File: src/hdl/tph_pkg.sv
// What this block does
// - Mask bit 7 enables haptic short interrupt
// - Mask bit 6 enables near object interrupt
// - Mask bit 5 enables far/proximity done
// - Mask bit 4 enables compensation done
// - Mask bit 3 enables pen/touch; resets 1
// - Mask bit 2 enables pen up interrupt
// - Mask bits 1,0 enable thermal warn/alarm
// - Source 7 sets on short rising edge
// - Source 6 sets when object becomes near
// - Source 5: far edge or proximity done
// - Source 4 sets when compensation finishes
// - Source 3: pen down or touch done
// - Source 2 sets when pen lifts
// - Source 1: selected thermal warn edge
// - Source 0: selected thermal alarm edge
// - Status 7 shows live haptic short
// - Status 6 latches that reset occurred
// - Status read clears reset latch
// - Near status gated, frozen while pen down
// - Conversion running; falling edge ends conversion
package tph_pkg;

    // Register offsets on the host port
    localparam logic [7:0] MASK_ADDR = 8'h22;
    localparam logic [7:0] SRC_ADDR = 8'h23;
    localparam logic [7:0] STAT_ADDR = 8'h24;
    localparam logic [7:0] CFG_ADDR = 8'h30;

    // Values after reset
    localparam logic [7:0] MASK_RESET = 8'h08;
    localparam logic [7:0] SRC_RESET = 8'h00;
    localparam logic [7:0] CFG_RESET = 8'h00;
    localparam logic [7:0] UNMAPPED_DATA = 8'h00;

    // Bit positions shared by mask, source and status
    localparam int BIT_HAPTIC = 7;
    localparam int BIT_NEAR = 6;
    localparam int BIT_FAR = 5;
    localparam int BIT_COMP = 4;
    localparam int BIT_PEN_DOWN = 3;
    localparam int BIT_PEN_UP = 2;
    localparam int BIT_WARN = 1;
    localparam int BIT_ALARM = 0;

    // Status word positions where they differ from the source layout
    localparam int STAT_RESET_SEEN = 6;
    localparam int STAT_NEAR_NOW = 5;
    localparam int STAT_COMP_NOW = 4;
    localparam int STAT_CONV_NOW = 3;
    localparam int STAT_PEN_NOW = 2;

    // Configuration register positions
    localparam int CFG_PROX_SEL = 0;
    localparam int CFG_PEN_DETECT = 1;
    localparam int CFG_WARN_EDGE = 2;
    localparam int CFG_ALARM_EDGE = 3;

    // Live sense lines from the analog and sequencing logic
    typedef struct packed {
        logic hapticShort;
        logic objectNear;
        logic proximityEnable;
        logic compPending;
        logic touchConvBusy;
        logic proxConvBusy;
        logic penDown;
        logic thermalWarn;
        logic thermalAlarm;
    } tph_sense_type;

endpackage

File: src/hdl/tph_irq_unit.sv
`timescale 1ns/10ps
`default_nettype none
module tph_irq_unit (
    input wire logic mclk, // System clock, 10 MHz
    input wire logic rst, // Asynchronous reset, active high
    input wire logic [7:0] regAddr, // Register address
    input wire logic [7:0] regWdata, // Register write data
    input wire logic regWr, // Write strobe
    input wire logic regRd, // Read strobe
    output logic [7:0] regRdata, // Read data, valid the cycle after regRd
    input wire tph_pkg::tph_sense_type sense, // Live sense lines
    output logic irqReq // Interrupt request, active high
);

    // Rising and falling edge helpers, used for every source
    function automatic logic rose(input logic now, input logic was);
        rose = now & ~was;
    endfunction

    function automatic logic fell(input logic now, input logic was);
        fell = ~now & was;
    endfunction

    // Register state
    logic [7:0] mask_r;
    logic [7:0] mask_nxt;
    logic [7:0] src_r;
    logic [7:0] src_nxt;
    logic [7:0] cfg_r;
    logic [7:0] cfg_nxt;
    logic resetSeen_r;
    logic resetSeen_nxt;
    logic [7:0] rdata_r;
    logic [7:0] rdata_nxt;
    logic irq_r;
    logic irq_nxt;

    // Conditioned status and history
    logic objectNearNow_r;
    logic objectNearNow_nxt;
    logic convRunning_r;
    logic convKindProx_r;
    logic convKindProx_nxt;
    logic [7:0] prevLive_r;
    logic [7:0] liveNow;
    logic [7:0] statusWord;
    logic [7:0] events;

    // Address decode
    wire hitMask = (regAddr == tph_pkg::MASK_ADDR);
    wire hitSrc = (regAddr == tph_pkg::SRC_ADDR);
    wire hitStat = (regAddr == tph_pkg::STAT_ADDR);
    wire hitCfg = (regAddr == tph_pkg::CFG_ADDR);
    wire wrMask = regWr & hitMask;
    wire wrCfg = regWr & hitCfg;
    wire rdSrc = regRd & hitSrc;
    wire rdStat = regRd & hitStat;

    // Configuration fields
    wire proximityIntSelect = cfg_r[tph_pkg::CFG_PROX_SEL];
    wire penDetectMode = cfg_r[tph_pkg::CFG_PEN_DETECT];
    wire thermalWarnEdgeSelect = cfg_r[tph_pkg::CFG_WARN_EDGE];
    wire thermalAlarmEdgeSelect = cfg_r[tph_pkg::CFG_ALARM_EDGE];

    // Near status: gated by enable, held while the pen is down so a hand on
    // the panel does not flicker the proximity flags
    assign objectNearNow_nxt = sense.penDown ? objectNearNow_r
                             : (sense.objectNear & sense.proximityEnable);

    // Conversion running covers both kinds; kind is remembered so the
    // falling edge can be attributed to the conversion that just ended
    wire convRunningNow = sense.touchConvBusy | sense.proxConvBusy;
    assign convKindProx_nxt = convRunningNow ? sense.proxConvBusy : convKindProx_r;

    // Live word in source bit order, compared against last cycle
    assign liveNow = {sense.hapticShort, objectNearNow_r, objectNearNow_r,
                      sense.compPending, sense.penDown, sense.penDown,
                      sense.thermalWarn, sense.thermalAlarm};

    // Conversion end events
    wire convEnded = fell(convRunningNow, convRunning_r);
    wire proxConvDone = convEnded & convKindProx_r;
    wire touchConvDone = convEnded & ~convKindProx_r;

    // Per-source edge events
    assign events[tph_pkg::BIT_HAPTIC] =
        rose(liveNow[tph_pkg::BIT_HAPTIC], prevLive_r[tph_pkg::BIT_HAPTIC]);
    assign events[tph_pkg::BIT_NEAR] =
        rose(liveNow[tph_pkg::BIT_NEAR], prevLive_r[tph_pkg::BIT_NEAR]);
    assign events[tph_pkg::BIT_FAR] = proximityIntSelect ? proxConvDone
        : fell(liveNow[tph_pkg::BIT_FAR], prevLive_r[tph_pkg::BIT_FAR]);
    assign events[tph_pkg::BIT_COMP] =
        fell(liveNow[tph_pkg::BIT_COMP], prevLive_r[tph_pkg::BIT_COMP]);
    assign events[tph_pkg::BIT_PEN_DOWN] = penDetectMode
        ? rose(liveNow[tph_pkg::BIT_PEN_DOWN], prevLive_r[tph_pkg::BIT_PEN_DOWN])
        : touchConvDone;
    assign events[tph_pkg::BIT_PEN_UP] =
        fell(liveNow[tph_pkg::BIT_PEN_UP], prevLive_r[tph_pkg::BIT_PEN_UP]);
    assign events[tph_pkg::BIT_WARN] = thermalWarnEdgeSelect
        ? fell(liveNow[tph_pkg::BIT_WARN], prevLive_r[tph_pkg::BIT_WARN])
        : rose(liveNow[tph_pkg::BIT_WARN], prevLive_r[tph_pkg::BIT_WARN]);
    assign events[tph_pkg::BIT_ALARM] = thermalAlarmEdgeSelect
        ? fell(liveNow[tph_pkg::BIT_ALARM], prevLive_r[tph_pkg::BIT_ALARM])
        : rose(liveNow[tph_pkg::BIT_ALARM], prevLive_r[tph_pkg::BIT_ALARM]);

    // Source flags: a read clears them, but an edge in the same cycle is
    // OR-ed in after the clear so it survives to the next read
    assign src_nxt = (rdSrc ? tph_pkg::SRC_RESET : src_r) | events;

    // Mask and configuration are plain read/write; the mask gates each
    // flag onto the request line, bit for bit
    assign mask_nxt = wrMask ? regWdata : mask_r;
    assign cfg_nxt = wrCfg ? regWdata : cfg_r;

    // Reset latch only ever sets through reset itself, so a read just clears
    assign resetSeen_nxt = rdStat ? 1'b0 : resetSeen_r;

    // Status word: live short, latched reset, then conditioned live lines
    assign statusWord = {sense.hapticShort, resetSeen_r, objectNearNow_r,
                         sense.compPending, convRunning_r, sense.penDown,
                         sense.thermalWarn, sense.thermalAlarm};

    // Read mux, sampled value before any clear of the same cycle
    assign rdata_nxt = !regRd ? rdata_r
                     : hitMask ? mask_r
                     : hitSrc ? src_r
                     : hitStat ? statusWord
                     : hitCfg ? cfg_r
                     : tph_pkg::UNMAPPED_DATA;

    // Request follows enabled flags; registered so it stays glitch free
    assign irq_nxt = |(src_nxt & mask_nxt);

    // Host-visible registers; mask resets with only the pen/touch bit set
    always_ff @(posedge mclk or posedge rst) begin
        if (rst) begin
            mask_r <= tph_pkg::MASK_RESET;
            src_r <= tph_pkg::SRC_RESET;
            cfg_r <= tph_pkg::CFG_RESET;
            resetSeen_r <= 1'b1;
        end else begin
            mask_r <= mask_nxt;
            src_r <= src_nxt;
            cfg_r <= cfg_nxt;
            resetSeen_r <= resetSeen_nxt;
        end
    end

    // Edge history; reset history is all low so a line already high at
    // release raises its rising-edge flag in the first cycle, the registered near flag in the second
    always_ff @(posedge mclk or posedge rst) begin
        if (rst) begin
            prevLive_r <= 8'h00;
            objectNearNow_r <= 1'b0;
            convRunning_r <= 1'b0;
            convKindProx_r <= 1'b0;
        end else begin
            prevLive_r <= liveNow;
            objectNearNow_r <= objectNearNow_nxt;
            convRunning_r <= convRunningNow;
            convKindProx_r <= convKindProx_nxt;
        end
    end

    // Outputs from flip-flops
    always_ff @(posedge mclk or posedge rst) begin
        if (rst) begin
            rdata_r <= 8'h00;
            irq_r <= 1'b0;
        end else begin
            rdata_r <= rdata_nxt;
            irq_r <= irq_nxt;
        end
    end

    assign regRdata = rdata_r;
    assign irqReq = irq_r;

endmodule
`default_nettype wire

File: config.mk
export PLATFORM = sky130hd
export DESIGN_NAME = tph_irq_unit
export DESIGN_NICKNAME = d
export VERILOG_FILES = /design/src/hdl/tph_pkg.sv /design/src/hdl/tph_irq_unit.sv
export SDC_FILE = /design/constraint.sdc
export NUM_CORES = 1
export LEC_CHECK = 0
export ABC_AREA = 1
export BUFFER_PORTS_ARGS = -buffer_cell sky130_fd_sc_hd__buf_2
export CELL_PAD_IN_SITES_DETAIL_PLACEMENT = 0
export CELL_PAD_IN_SITES_GLOBAL_PLACEMENT = 2
export CORE_AREA = 2 2 94 73
export CTS_CLUSTER_SIZE = 10
export DETAILED_ROUTE_END_ITERATION = 6
export DIE_AREA = 0 0 96 75
export PLACE_DENSITY_LB_ADDON = 0.25
export SYNTH_ARGS = -nofsm -noshare
export SYNTH_HDL_FRONTEND = slang
export SYNTH_SLANG_ARGS = --single-unit
File: constraint.sdc
create_clock -name mclk -period 3.45 [get_ports mclk]
set_input_delay 0.69 -clock mclk [delete_from_list [all_inputs] [get_ports mclk]]
set_output_delay 0.69 -clock mclk [all_outputs]
set_load 0.01 [all_outputs]
== Yosys cells after proc, flatten, opt, wreduce, memory -nomap -nowiden ==
Index checks and enable logic that the tools add are counted.
W data, S select, Z words.
Word-level totals
  logic and storage cells: 58
  bits of input ports: 29
  output and inout bits: 9
  bits in registers: 45
Cells by class
  reduce and logical (&&, ||, !) cells: 1
  bitwise operators: 33
  eq/ne operators: 4
  muxes and demuxes: 10
Operators by type and width (count)
  $mux W8: 6
  $eq A8 B6 Y1 const B: 4
  $and A1 B1 Y1: 18
  $not A1 Y1: 12
  $and A8 B8 Y8: 1
  $or A8 B8 Y8: 1
  $reduce_or A8 Y1: 1
  $mux W1: 4
  $or A1 B1 Y1: 1

== Longest topological paths before layout ==
Gate-level depths: netlist (run 1).
  depth after elaboration: 8
  mapped depth: 10
  mapped depth without buffers: 10

== Worst setup path after synthesis (run 1) ==
Ideal clock, no wire load.
  kind: input-to-reg
  from: in regAddr[6]
  to: reg cfg_r[6]
  required time: 3.325 ns
  buffers on the path: 1
  library setup time: 0.125 ns
  stages: 6
  path slack: 1.790 ns
  arrival time: 1.534 ns
  cell sequence: inv_1 -> nand2_2 -> nor2_4 -> nand3_4 -> buf_6 -> mux2_4
Between the ends
  cells in the longest elaborated chain, start to end: 2
Ends and longest elaborated chain
  start: declaration: line tph_irq_unit.sv:6  | input wire logic [7:0] regAddr,
  $eq A8 B6 Y1: line tph_irq_unit.sv:53  | wire hitCfg = (regAddr == tph_pkg::CFG_ADDR);
  $and A1 B1 Y1: line tph_irq_unit.sv:55  | wire wrCfg = regWr & hitCfg;
  end signal: assignment: line tph_irq_unit.sv:139  | cfg_r <= tph_pkg::CFG_RESET;
  end signal: assignment: line tph_irq_unit.sv:144  | cfg_r <= cfg_nxt;
  end: declaration: line tph_irq_unit.sv:29  | logic [7:0] cfg_r;
No other way between the ends.
A chain may end at the register's enable or synchronous reset.

== Worst setup path after layout (run 1) ==
  from: in regAddr[6]
  to: reg irq_r, in the netlist irqReq
Between the ends
  cells in the longest elaborated chain, start to end: 6
  elaborated cells between the ends (all ways): 9
  those cells by class: 2 x eq/ne; 2 x mux; 4 x bitwise; 1 x reduce/logical
Ends and longest elaborated chain
  $eq A8 B6 Y1: line tph_irq_unit.sv:51  | wire hitSrc = (regAddr == tph_pkg::SRC_ADDR);
  $and A1 B1 Y1: line tph_irq_unit.sv:56  | wire rdSrc = regRd & hitSrc;
  $mux W8: line tph_irq_unit.sv:108  | assign src_nxt = (rdSrc ? tph_pkg::SRC_RESET : src_r) | events;
  $or A8 B8 Y8: line tph_irq_unit.sv:108
  via src_nxt[0]: line tph_irq_unit.sv:28  | logic [7:0] src_nxt;
  $and A8 B8 Y8: line tph_irq_unit.sv:132  | assign irq_nxt = |(src_nxt & mask_nxt);
  $reduce_or A8 Y1: line tph_irq_unit.sv:132
  via irq_nxt: line tph_irq_unit.sv:36  | logic irq_nxt;
  end signal: assignment: line tph_irq_unit.sv:172  | irq_r <= irq_nxt;
  end: declaration: line tph_irq_unit.sv:35  | logic irq_r;
The timed path passes the listed nets, and every way through them passes these cells.

==> flow_metrics.env, run 1 <==
export IMPL_status="finished, final reports clean"
export IMPL_syn_nets=275
export IMPL_max_stage_delay_ns=0.28
export IMPL_power_frac_seq=0.546
export IMPL_fin_crit_sh=0.4931
export IMPL_place_congestion=0.8179
export IMPL_hp_class="in -> async"
export IMPL_die_w_um=96
export IMPL_die_area_mm2=0.007200
export IMPL_finalPower_mw=0.9810
export IMPL_initial_utilization=0.3417
export IMPL_finalHoldViolCount=0
export IMPL_hpwl_um=4133
export IMPL_synth_most_common_cell="nand2_1"
export IMPL_leakage_nw=1.332
export IMPL_p_clk_frac=0.351
export IMPL_worstPathMaxFanout=19
export IMPL_max_freq_ghz=0.5878
export IMPL_r2r_slack_ns=2.31
export IMPL_grt_total_usage=0.1669
export IMPL_boundaryPins=38
export IMPL_grt_pass1_vias=1682
export IMPL_peakVddDrop_uv=186.2
export IMPL_syn_cell_area_mm2=0.002127
export IMPL_holdWs_ns=0.3983
export IMPL_cts_buffers=5
export IMPL_drive_gt1_frac=0.2500
export IMPL_worst_setup_path_type="in -> reg"
export IMPL_fp_dieH_um=75
export IMPL_tightest_slew_ns=0.6775
export IMPL_drc=0
export IMPL_yosysTopAreaCell="dfrtp_1"
export IMPL_setup_viol=0
export IMPL_synth_cell_type_count=27
export IMPL_seqCellArea_mm2=0.001079
export IMPL_clockBufferDepth=2
export IMPL_cts_resized=0
export IMPL_maxSlewViolCount=0
export IMPL_cts_tree="yes"
export IMPL_core_area_mm2=0.006225
export IMPL_combPwrFrac=0.104
export IMPL_crit_arrival_ns=1.89
export IMPL_viasPerCell=4.512
export IMPL_cap_violations=0
export IMPL_cp_end_kind="flop"
export IMPL_via_count=1665
export IMPL_synth_seq_area_share=0.5071
export IMPL_dpl_cell_area_mm2=0.002389
export IMPL_switchingPower_mw=0.2586
export IMPL_yosys_area_top_type_share=0.4824
export IMPL_maxSlewHeadroom=0.5456
export IMPL_powerDensity_mw_per_mm2=394.4
export IMPL_syn_to_final_growth_pct=16.94
export IMPL_worst_ep_required_time_ns=3.64
export IMPL_synth_edff_count=0
export IMPL_final_area_mm2=0.002487
export IMPL_utilization=0.3996
export IMPL_start_kind="input port"
export IMPL_ys_flop_type="dfrtp_1"
export IMPL_tns_ns=0
export IMPL_drtPass1Iterations=4
export IMPL_crit_top_cell="nand2_1"
export IMPL_grt_max_degree=26
export IMPL_fillers=665
export IMPL_path_clk_slew_ns=0.09
export IMPL_h_tree_depth=2
export IMPL_synth_common_cells="nand2_1, dfrtp_1, inv_1, nor2_1, nand3_1"
export IMPL_skew_ns=0.006492
export IMPL_synthTopCellsByArea="dfrtp_1, nand2_1, nand4_1"
export IMPL_clk_latency_ns=0.29
export IMPL_p_int_mw=0.7223
export IMPL_grt_antenna_before_repair=0
export IMPL_critical_path_slowest_cell="nor2_8"
export IMPL_synthCells=246
export IMPL_numClockSinks=43
export IMPL_cts_setup_buffers=0
export IMPL_fin_nets=316
export IMPL_cts_root_buf="clkbuf_8"
export IMPL_cts_hold_buf=0
export IMPL_crit_chain="buf_2 -> inv_1 -> nand2_2 -> nor2_8 -> nand3_4 -> nand2_1 -> nand2_1 -> nand2_1 -> nand2_1 -> nor2_1 -> nand2_1"
export IMPL_n_antenna_cell=0
export IMPL_port_buffers=37
export IMPL_drt_iter0_markers=73
export IMPL_grt_pass1_wl_um=8756
export IMPL_gr_total_overflow=0
export IMPL_synth_seq_cells=43
export IMPL_antenna_left=0
export IMPL_multiInputGateArea_um2=913.4
export IMPL_syn_area_per_cell_um2=8.647
export IMPL_min_period_ns=1.701
export IMPL_power_switching_share=0.2636
export IMPL_synthArstFlopShare=1.000
export IMPL_rsz0062_at_grt="false"
export IMPL_routed_wl_um=5231
export IMPL_synth_yosys_warnings=0
export IMPL_wl_per_cell_um=14.18
export IMPL_rows=25
sequential cells by signal, summed over array words and instances (netlist names):
| name | cells |
|---|---|
| objectNearNow_r | 1 |
| cfg_r | 8 |
| mask_r | 8 |
| prevLive_r | 6 |
| src_r | 8 |
| resetSeen_r | 1 |
| regRdata | 8 |
| irqReq | 1 |
| convRunning_r | 1 |
| convKindProx_r | 1 |
final cells by class:
class	count	area share
inverter	27	0.04125
clock inverter	2	0.006539
clock buffer	6	0.03320
timing repair buffer	38	0.07746
sequential	43	0.4336
multi-input combinational	172	0.3672
tap	81	0.04074
power groups by stage:
stage	combinational (mW)	sequential [mW]	clock (mW)
after global routing	0.118	0.538	0.378
after floorplan	0.0617	0.543	0
after CTS	0.105	0.535	0.357
final	0.102	0.535	0.344
after global placement	0.104	0.545	0
after detailed placement	0.104	0.545	0
worst max-delay path, delay by kind of cell:
kind	cells	cell delay (ns)
buf+inv	2	0.14
simple gates	9	1.05
final timing paths:
kind / cells after the start / end / start
worst min-delay path: 2 / objectNearNow_r / rst
max in group asynchronous: 3 / resetSeen_r / rst
min in group mclk: 0 / prevLive_r[5] / objectNearNow_r
worst min register to register: 0 / prevLive_r[5] / objectNearNow_r
worst max-delay path: 11 / irqReq / regAddr[6]
worst max register to register: 9 / irqReq / cfg_r[3]
layer usage:
layer / vias up / share of wire / GRT usage
met4: 0 / 0.0088 / 0.04603
li1: 874 / - / -
met1: 755 / 0.55 / 0.2505
met2: 32 / 0.40 / 0.2438
met5: - / 0 / 0
met3: 4 / 0.044 / 0.03504
metrics by stage:
| step | std cells | setup slack (ns) |
|---|---|---|
| after floorplan | 246 | 1.761 |
| after global placement | 361 | 1.404 |
| after detailed placement | 361 | 1.411 |
| after CTS | 369 | 1.735 |
| after global routing | 369 | 1.551 |
| final | 369 | 1.749 |
kinds of logic after synthesis:
kind of cell           after synthesis  share of synthesized area
muxes                                4                    0.02471
and+or+nand+nor                    149                     0.3571
buffers and inverters               31                    0.06352
AOI/OAI and AO/OA                   19                    0.04765
DFF                                 43                     0.5071
layout by cell type, fill, tap and decap left out, types with 2 or more instances in the layout:
cell / n
inv_1: 21
clkinv_1: 2
nand2_1: 86
o22ai_1: 3
o21ai_0: 8
nor2_8: 3
nand2_2: 2
nand3_1: 16
clkbuf_8: 6
dfrtp_1: 41
mux2_2: 2
nor2_2: 2
buf_2: 37
nor2_1: 17
dfstp_2: 2
a21oi_1: 4
nand4_1: 14
nand3_4: 3
inv_2: 3
mux2_4: 2
nand2_4: 3
o21ai_1: 3
Power figures use the tool's default switching activity.
==> run 2: changes to the inputs <==
Settings changed: CORE_AREA 2 2 94 73 to 2 2 101 78, DIE_AREA 0 0 96 75 to 0 0 103 80.
Clock period 3.45 ns to 1.53 ns, I/O delays scaled along.
==> flow_metrics.env, run 2 (synthesis results as in run 1) <==
export IMPL_clockBufferDepth=2
export IMPL_grt_pass1_wl_um=9597
export IMPL_fin_nets=329
export IMPL_crit_arrival_ns=1.38
export IMPL_power_frac_seq=0.503
export IMPL_cts_tree="yes"
export IMPL_maxSlewHeadroom=0.8346
export IMPL_cts_root_buf="clkbuf_8"
export IMPL_maxSlewViolCount=0
export IMPL_combPwrFrac=0.105
export IMPL_power_switching_share=0.2452
export IMPL_cts_hold_buf=0
export IMPL_crit_top_cell="nand2_1"
export IMPL_setup_viol=0
export IMPL_worst_ep_required_time_ns=1.72
export IMPL_via_count=1764
export IMPL_worst_setup_path_type="in -> reg"
export IMPL_die_area_mm2=0.008240
export IMPL_leakage_nw=1.417
export IMPL_path_clk_slew_ns=0.08
export IMPL_crit_chain="buf_2 -> inv_1 -> nand2_2 -> nor2_8 -> nand3_4 -> nand2_1 -> nand2_1 -> nand2_1 -> nand2_1 -> nor2_1 -> nand2_1"
export IMPL_drive_gt1_frac=0.2824
export IMPL_max_stage_delay_ns=0.18
export IMPL_hp_class="in -> async"
export IMPL_wl_per_cell_um=14.05
export IMPL_rows=27
export IMPL_core_area_mm2=0.007229
export IMPL_viasPerCell=4.388
export IMPL_grt_total_usage=0.1558
export IMPL_fillers=790
export IMPL_n_antenna_cell=0
export IMPL_max_freq_ghz=0.8430
export IMPL_port_buffers=37
export IMPL_initial_utilization=0.2942
export IMPL_tns_ns=0
export IMPL_die_w_um=103
export IMPL_rsz0062_at_grt="false"
export IMPL_worstPathMaxFanout=8
export IMPL_drt_iter0_markers=78
export IMPL_clk_latency_ns=0.30
export IMPL_final_common_cell="nand2_1"
export IMPL_min_period_ns=1.186
export IMPL_fp_dieH_um=80
export IMPL_finalHoldViolCount=0
export IMPL_routed_wl_um=5650
export IMPL_p_clk_frac=0.393
export IMPL_r2r_cells=9
export IMPL_final_cell_mix="nand2_1, dfrtp_1, buf_2"
export IMPL_finalPower_mw=2.401
export IMPL_peakVddDrop_uv=469.9
export IMPL_status="finished, final reports clean"
export IMPL_grt_max_degree=44
export IMPL_h_tree_depth=2
export IMPL_drtPass1Iterations=4
export IMPL_start_kind="input port"
export IMPL_place_congestion=0.7837
export IMPL_r2r_start="cfg_r[3]"
export IMPL_grt_pass1_vias=1808
export IMPL_cts_resized=0
export IMPL_p_int_mw=1.812
export IMPL_switchingPower_mw=0.5886
export IMPL_tightest_slew_ns=0.2455
export IMPL_syn_to_final_growth_pct=24.35
export IMPL_cts_setup_buffers=0
export IMPL_boundaryPins=38
export IMPL_worst_r2r_endpoint="irqReq"
export IMPL_powerDensity_mw_per_mm2=907.7
export IMPL_cts_buffers=5
export IMPL_r2r_slack_ns=0.37
export IMPL_cp_end_kind="flop"
export IMPL_drc=0
export IMPL_gr_total_overflow=0
export IMPL_fin_crit_sh=0.7753
export IMPL_hpwl_um=4458
export IMPL_setup_slack_ns=0.3438
export IMPL_skew_ns=0.01161
export IMPL_critical_path_slowest_cell="nor2_8"
export IMPL_post_place_ws_ns=0.02307
export IMPL_antenna_left=0
export IMPL_grt_antenna_before_repair=0
export IMPL_cap_violations=0
export IMPL_numClockSinks=43
-- run 2: cell count changes in the layout (fill, tap and decap cells not counted), sizes merged --
| cell | previous run | this run |
|---|---|---|
| inv | 24 | 25 |
| clkinv | 4 | 3 |
| clkinvlp | 1 | 0 |
| bufinv | 0 | 1 |
| buf | 38 | 51 |
-- run 2: worst max path at each step --
stage                     from  endpoint  slack, ns  depth (start not counted)
floorplan                  rst  cfg_r[0]       0.22                          1
global placement    regAddr[6]    irqReq       0.02                         11
detailed placement  regAddr[6]    irqReq       0.02                         11
CTS                 regAddr[6]    irqReq       0.34                         11
global route        regAddr[6]    irqReq       0.12                         11
finish              regAddr[6]    irqReq       0.34                         11
-- run 2: area by class of cell --
class / instances / area (µm²) / share of cell area
Sequential cell: 43 / 1079 / 0.4078
Tap cell: 101 / 126.4 / 0.04778
Timing Repair Buffer: 51 / 302.8 / 0.1145
Clock buffer: 6 / 82.58 / 0.03122
Inverter: 27 / 102.6 / 0.03879
Multi-Input combinational cell: 172 / 913.4 / 0.3453
Clock inverter: 2 / 38.79 / 0.01466
-- run 2: metrics by stage --
stage | hold WS [ns] | utilization | instance area (µm²) | std cells
after detailed placement | 0.3656 | 0.3491 | 2524 | 394
final | 0.02518 | 0.3659 | 2645 | 402
after global routing | 0.03710 | 0.3659 | 2645 | 402
after CTS | 0.03119 | 0.3659 | 2645 | 402
after floorplan | 0.3374 | - | 2127 | 246
after global placement | 0.3637 | 0.3491 | 2524 | 394
-- run 2: power groups by stage --
stage,logic (mW),clock network [mW],registers [mW]
2_1_floorplan,0.139,0,1.23
3_3_place_gp,0.258,0,1.23
3_5_place_dp,0.258,0,1.23
4_1_cts,0.259,0.985,1.21
5_1_grt,0.290,1.04,1.22
6_report,0.252,0.942,1.21
-- run 2: critical path: cells and delay by family --
kind                   cells  cell delay [ns]
buffers and inverters      2             0.14
and+or+nand+nor            9             0.93
-- run 2: layer usage --
layer,GRT usage,vias to the layer above,routed length [µm]
met5,0,-,0
met4,0.03947,0,61
met3,0.02977,8,240
met2,0.2169,37,2297
met1,0.2433,822,3052
li1,-,897,-
==> run 3: changes to the inputs <==
Settings changed: CORE_AREA 2 2 101 78 to 2 2 96 75, DIE_AREA 0 0 103 80 to 0 0 98 77.
Clock period 1.53 ns to 1.15 ns, I/O delays scaled along.
==> flow_metrics.env, run 3 (synthesis results as in run 1) <==
export IMPL_status="finished, final reports clean"
export IMPL_drc=0
export IMPL_hpwl_um=4356
export IMPL_max_stage_delay_ns=0.18
export IMPL_antenna_left=0
export IMPL_fp_dieH_um=77
export IMPL_core_area_mm2=0.006604
export IMPL_rows=26
export IMPL_maxSlewHeadroom=0.8124
export IMPL_drive_gt1_frac=0.3628
export IMPL_crit_top_cell="nand2_1"
export IMPL_cts_buffers=5
export IMPL_viasPerCell=4.479
export IMPL_rsz0062_at_grt="true"
export IMPL_grt_total_usage=0.1574
export IMPL_powerDensity_mw_per_mm2=1061
export IMPL_n_antenna_cell=0
export IMPL_peakVddDrop_uv=418.7
export IMPL_placed_cells=387
export IMPL_cap_violations=0
export IMPL_routed_wl_met3_um=227
export IMPL_initial_utilization=0.3221
export IMPL_post_place_ws_ns=-0.2722
export IMPL_final_area_mm2=0.002801
export IMPL_min_period_ns=1.103
export IMPL_cts_root_buf="clkbuf_8"
export IMPL_grt_pass1_vias=1758
export IMPL_via_count=1796
export IMPL_wl_per_cell_um=13.91
export IMPL_seqCellArea_mm2=0.001079
export IMPL_die_area_mm2=0.007546
export IMPL_dpl_cell_area_mm2=0.002635
export IMPL_place_congestion=0.8222
export IMPL_grt_antenna_before_repair=0
export IMPL_syn_to_final_growth_pct=31.71
export IMPL_multiInputGateArea_um2=960.9
export IMPL_critPathLaunch="regAddr[6]"
export IMPL_setup_slack_ns=0.04666
export IMPL_crit_arrival_ns=1.30
export IMPL_clockBufferDepth=2
export IMPL_skew_ns=0.01122
export IMPL_finalHoldViolCount=0
export IMPL_start_kind="input port"
export IMPL_final_cell_mix="nand2_1, dfrtp_1, buf_2"
export IMPL_routed_wl_um=5578
export IMPL_h_tree_depth=2
export IMPL_worst_ep_required_time_ns=1.35
export IMPL_die_w_um=98
export IMPL_max_freq_ghz=0.9063
export IMPL_hold_start="sense[8]"
export IMPL_port_buffers=37
export IMPL_fillers=672
export IMPL_leakage_nw=1.471
export IMPL_hp_class="in -> reg"
export IMPL_r2r_start="convRunning_r"
export IMPL_tightest_slew_ns=0.2804
export IMPL_cts_tree="yes"
export IMPL_cp_end_kind="flop"
export IMPL_met2_length_um=2266
export IMPL_gr_total_overflow=0
export IMPL_path_clk_slew_ns=0.09
export IMPL_drtPass1Iterations=4
export IMPL_worst_setup_path_type="in -> reg"
export IMPL_boundaryPins=38
export IMPL_numClockSinks=43
export IMPL_grt_pass1_wl_um=9080
export IMPL_fin_cells=401
export IMPL_r2r_slack_ns=0.05
export IMPL_final_common_cell="nand2_1"
export IMPL_drt_iter0_markers=69
export IMPL_critical_path_slowest_cell="nand3_4"
export IMPL_highest_layer="met4"
export IMPL_setup_viol=0
export IMPL_crit_chain="buf_4 -> inv_8 -> nand2_8 -> nor2_8 -> nand3_4 -> nand2_2 -> nand2_2 -> nand2_1 -> nand2_1 -> nor2_1 -> nand2_1"
export IMPL_grt_max_degree=44
export IMPL_clk_latency_ns=0.30
export IMPL_routedLengthMet1_um=3045
export IMPL_fin_crit_sh=0.9594
export IMPL_maxSlewViolCount=0
export IMPL_fin_nets=345
export IMPL_worstPathMaxFanout=8
-- run 3: changes by cell type in the layout (fill, tap and decap cells not counted), sizes merged --
cell	before	now
buf	51	66
clkinvlp	0	2
bufinv	1	0
dlygate4sd3	0	1
inv	25	24
-- run 3: worst max-delay path, delay by kind of cell --
kind | cells | cell delay, ns
simple gates | 9 | 0.88
buf+inv | 2 | 0.18
-- run 3: final timing paths --
| path | endpoint | cells past startpoint |
|---|---|---|
| worst min-delay path | prevLive_r[7] | 1 |
| worst max-delay path | irqReq | 11 |
| worst min register to register | resetSeen_r | 2 |
| worst max register to register | irqReq | 8 |
| max in group asynchronous | mask_r[3] | 4 |
| min in group asynchronous | regRdata[4] | 4 |
-- run 3: where the power goes --
part           internal (mW)  total [mW]  switching (mW)
registers               1.57        1.60          0.0329
clock network          0.425       0.965           0.540
logic                  0.166       0.402           0.236
total                   2.16        2.97           0.808
-- run 3: per-layer routing --
layer,GRT usage,up-vias
li1,-,935
met1,0.2406,819
met2,0.2171,37
met3,0.04831,5
met4,0.03194,0
met5,0,-
-- run 3: cell type report --
cell class | instances | share of cell area
multi-input combinational | 172 | 0.3430
inverter | 27 | 0.04913
sequential | 43 | 0.3850
clock inverter | 2 | 0.004466
timing repair buffer | 67 | 0.1550
tap | 84 | 0.03752
clock buffer | 6 | 0.02590
-- run 3: timing repair --
| action | in CTS | in global routing |
|---|---|---|
| setup buffers | 0 | 5 |
| hold endpoints to repair | 41 | 0 |
| hold buffers | 1 | 0 |
| endpoints found under the setup margin | 0 | 2 |
| gates resized for setup | 0 | 20 |
-- run 3: through the flow --
step,hold slack (ns),TNS [ns],utilization,total power [mW]
after global placement,0.3079,-3.428,0.3990,2.024
after CTS,0.06102,0,0.4134,2.984
after floorplan,0.2271,0,-,1.832
after global routing,0.04078,-0.008592,0.4242,3.153
after detailed placement,0.3036,-3.567,0.3990,2.021
final,0.05490,0,0.4242,2.972
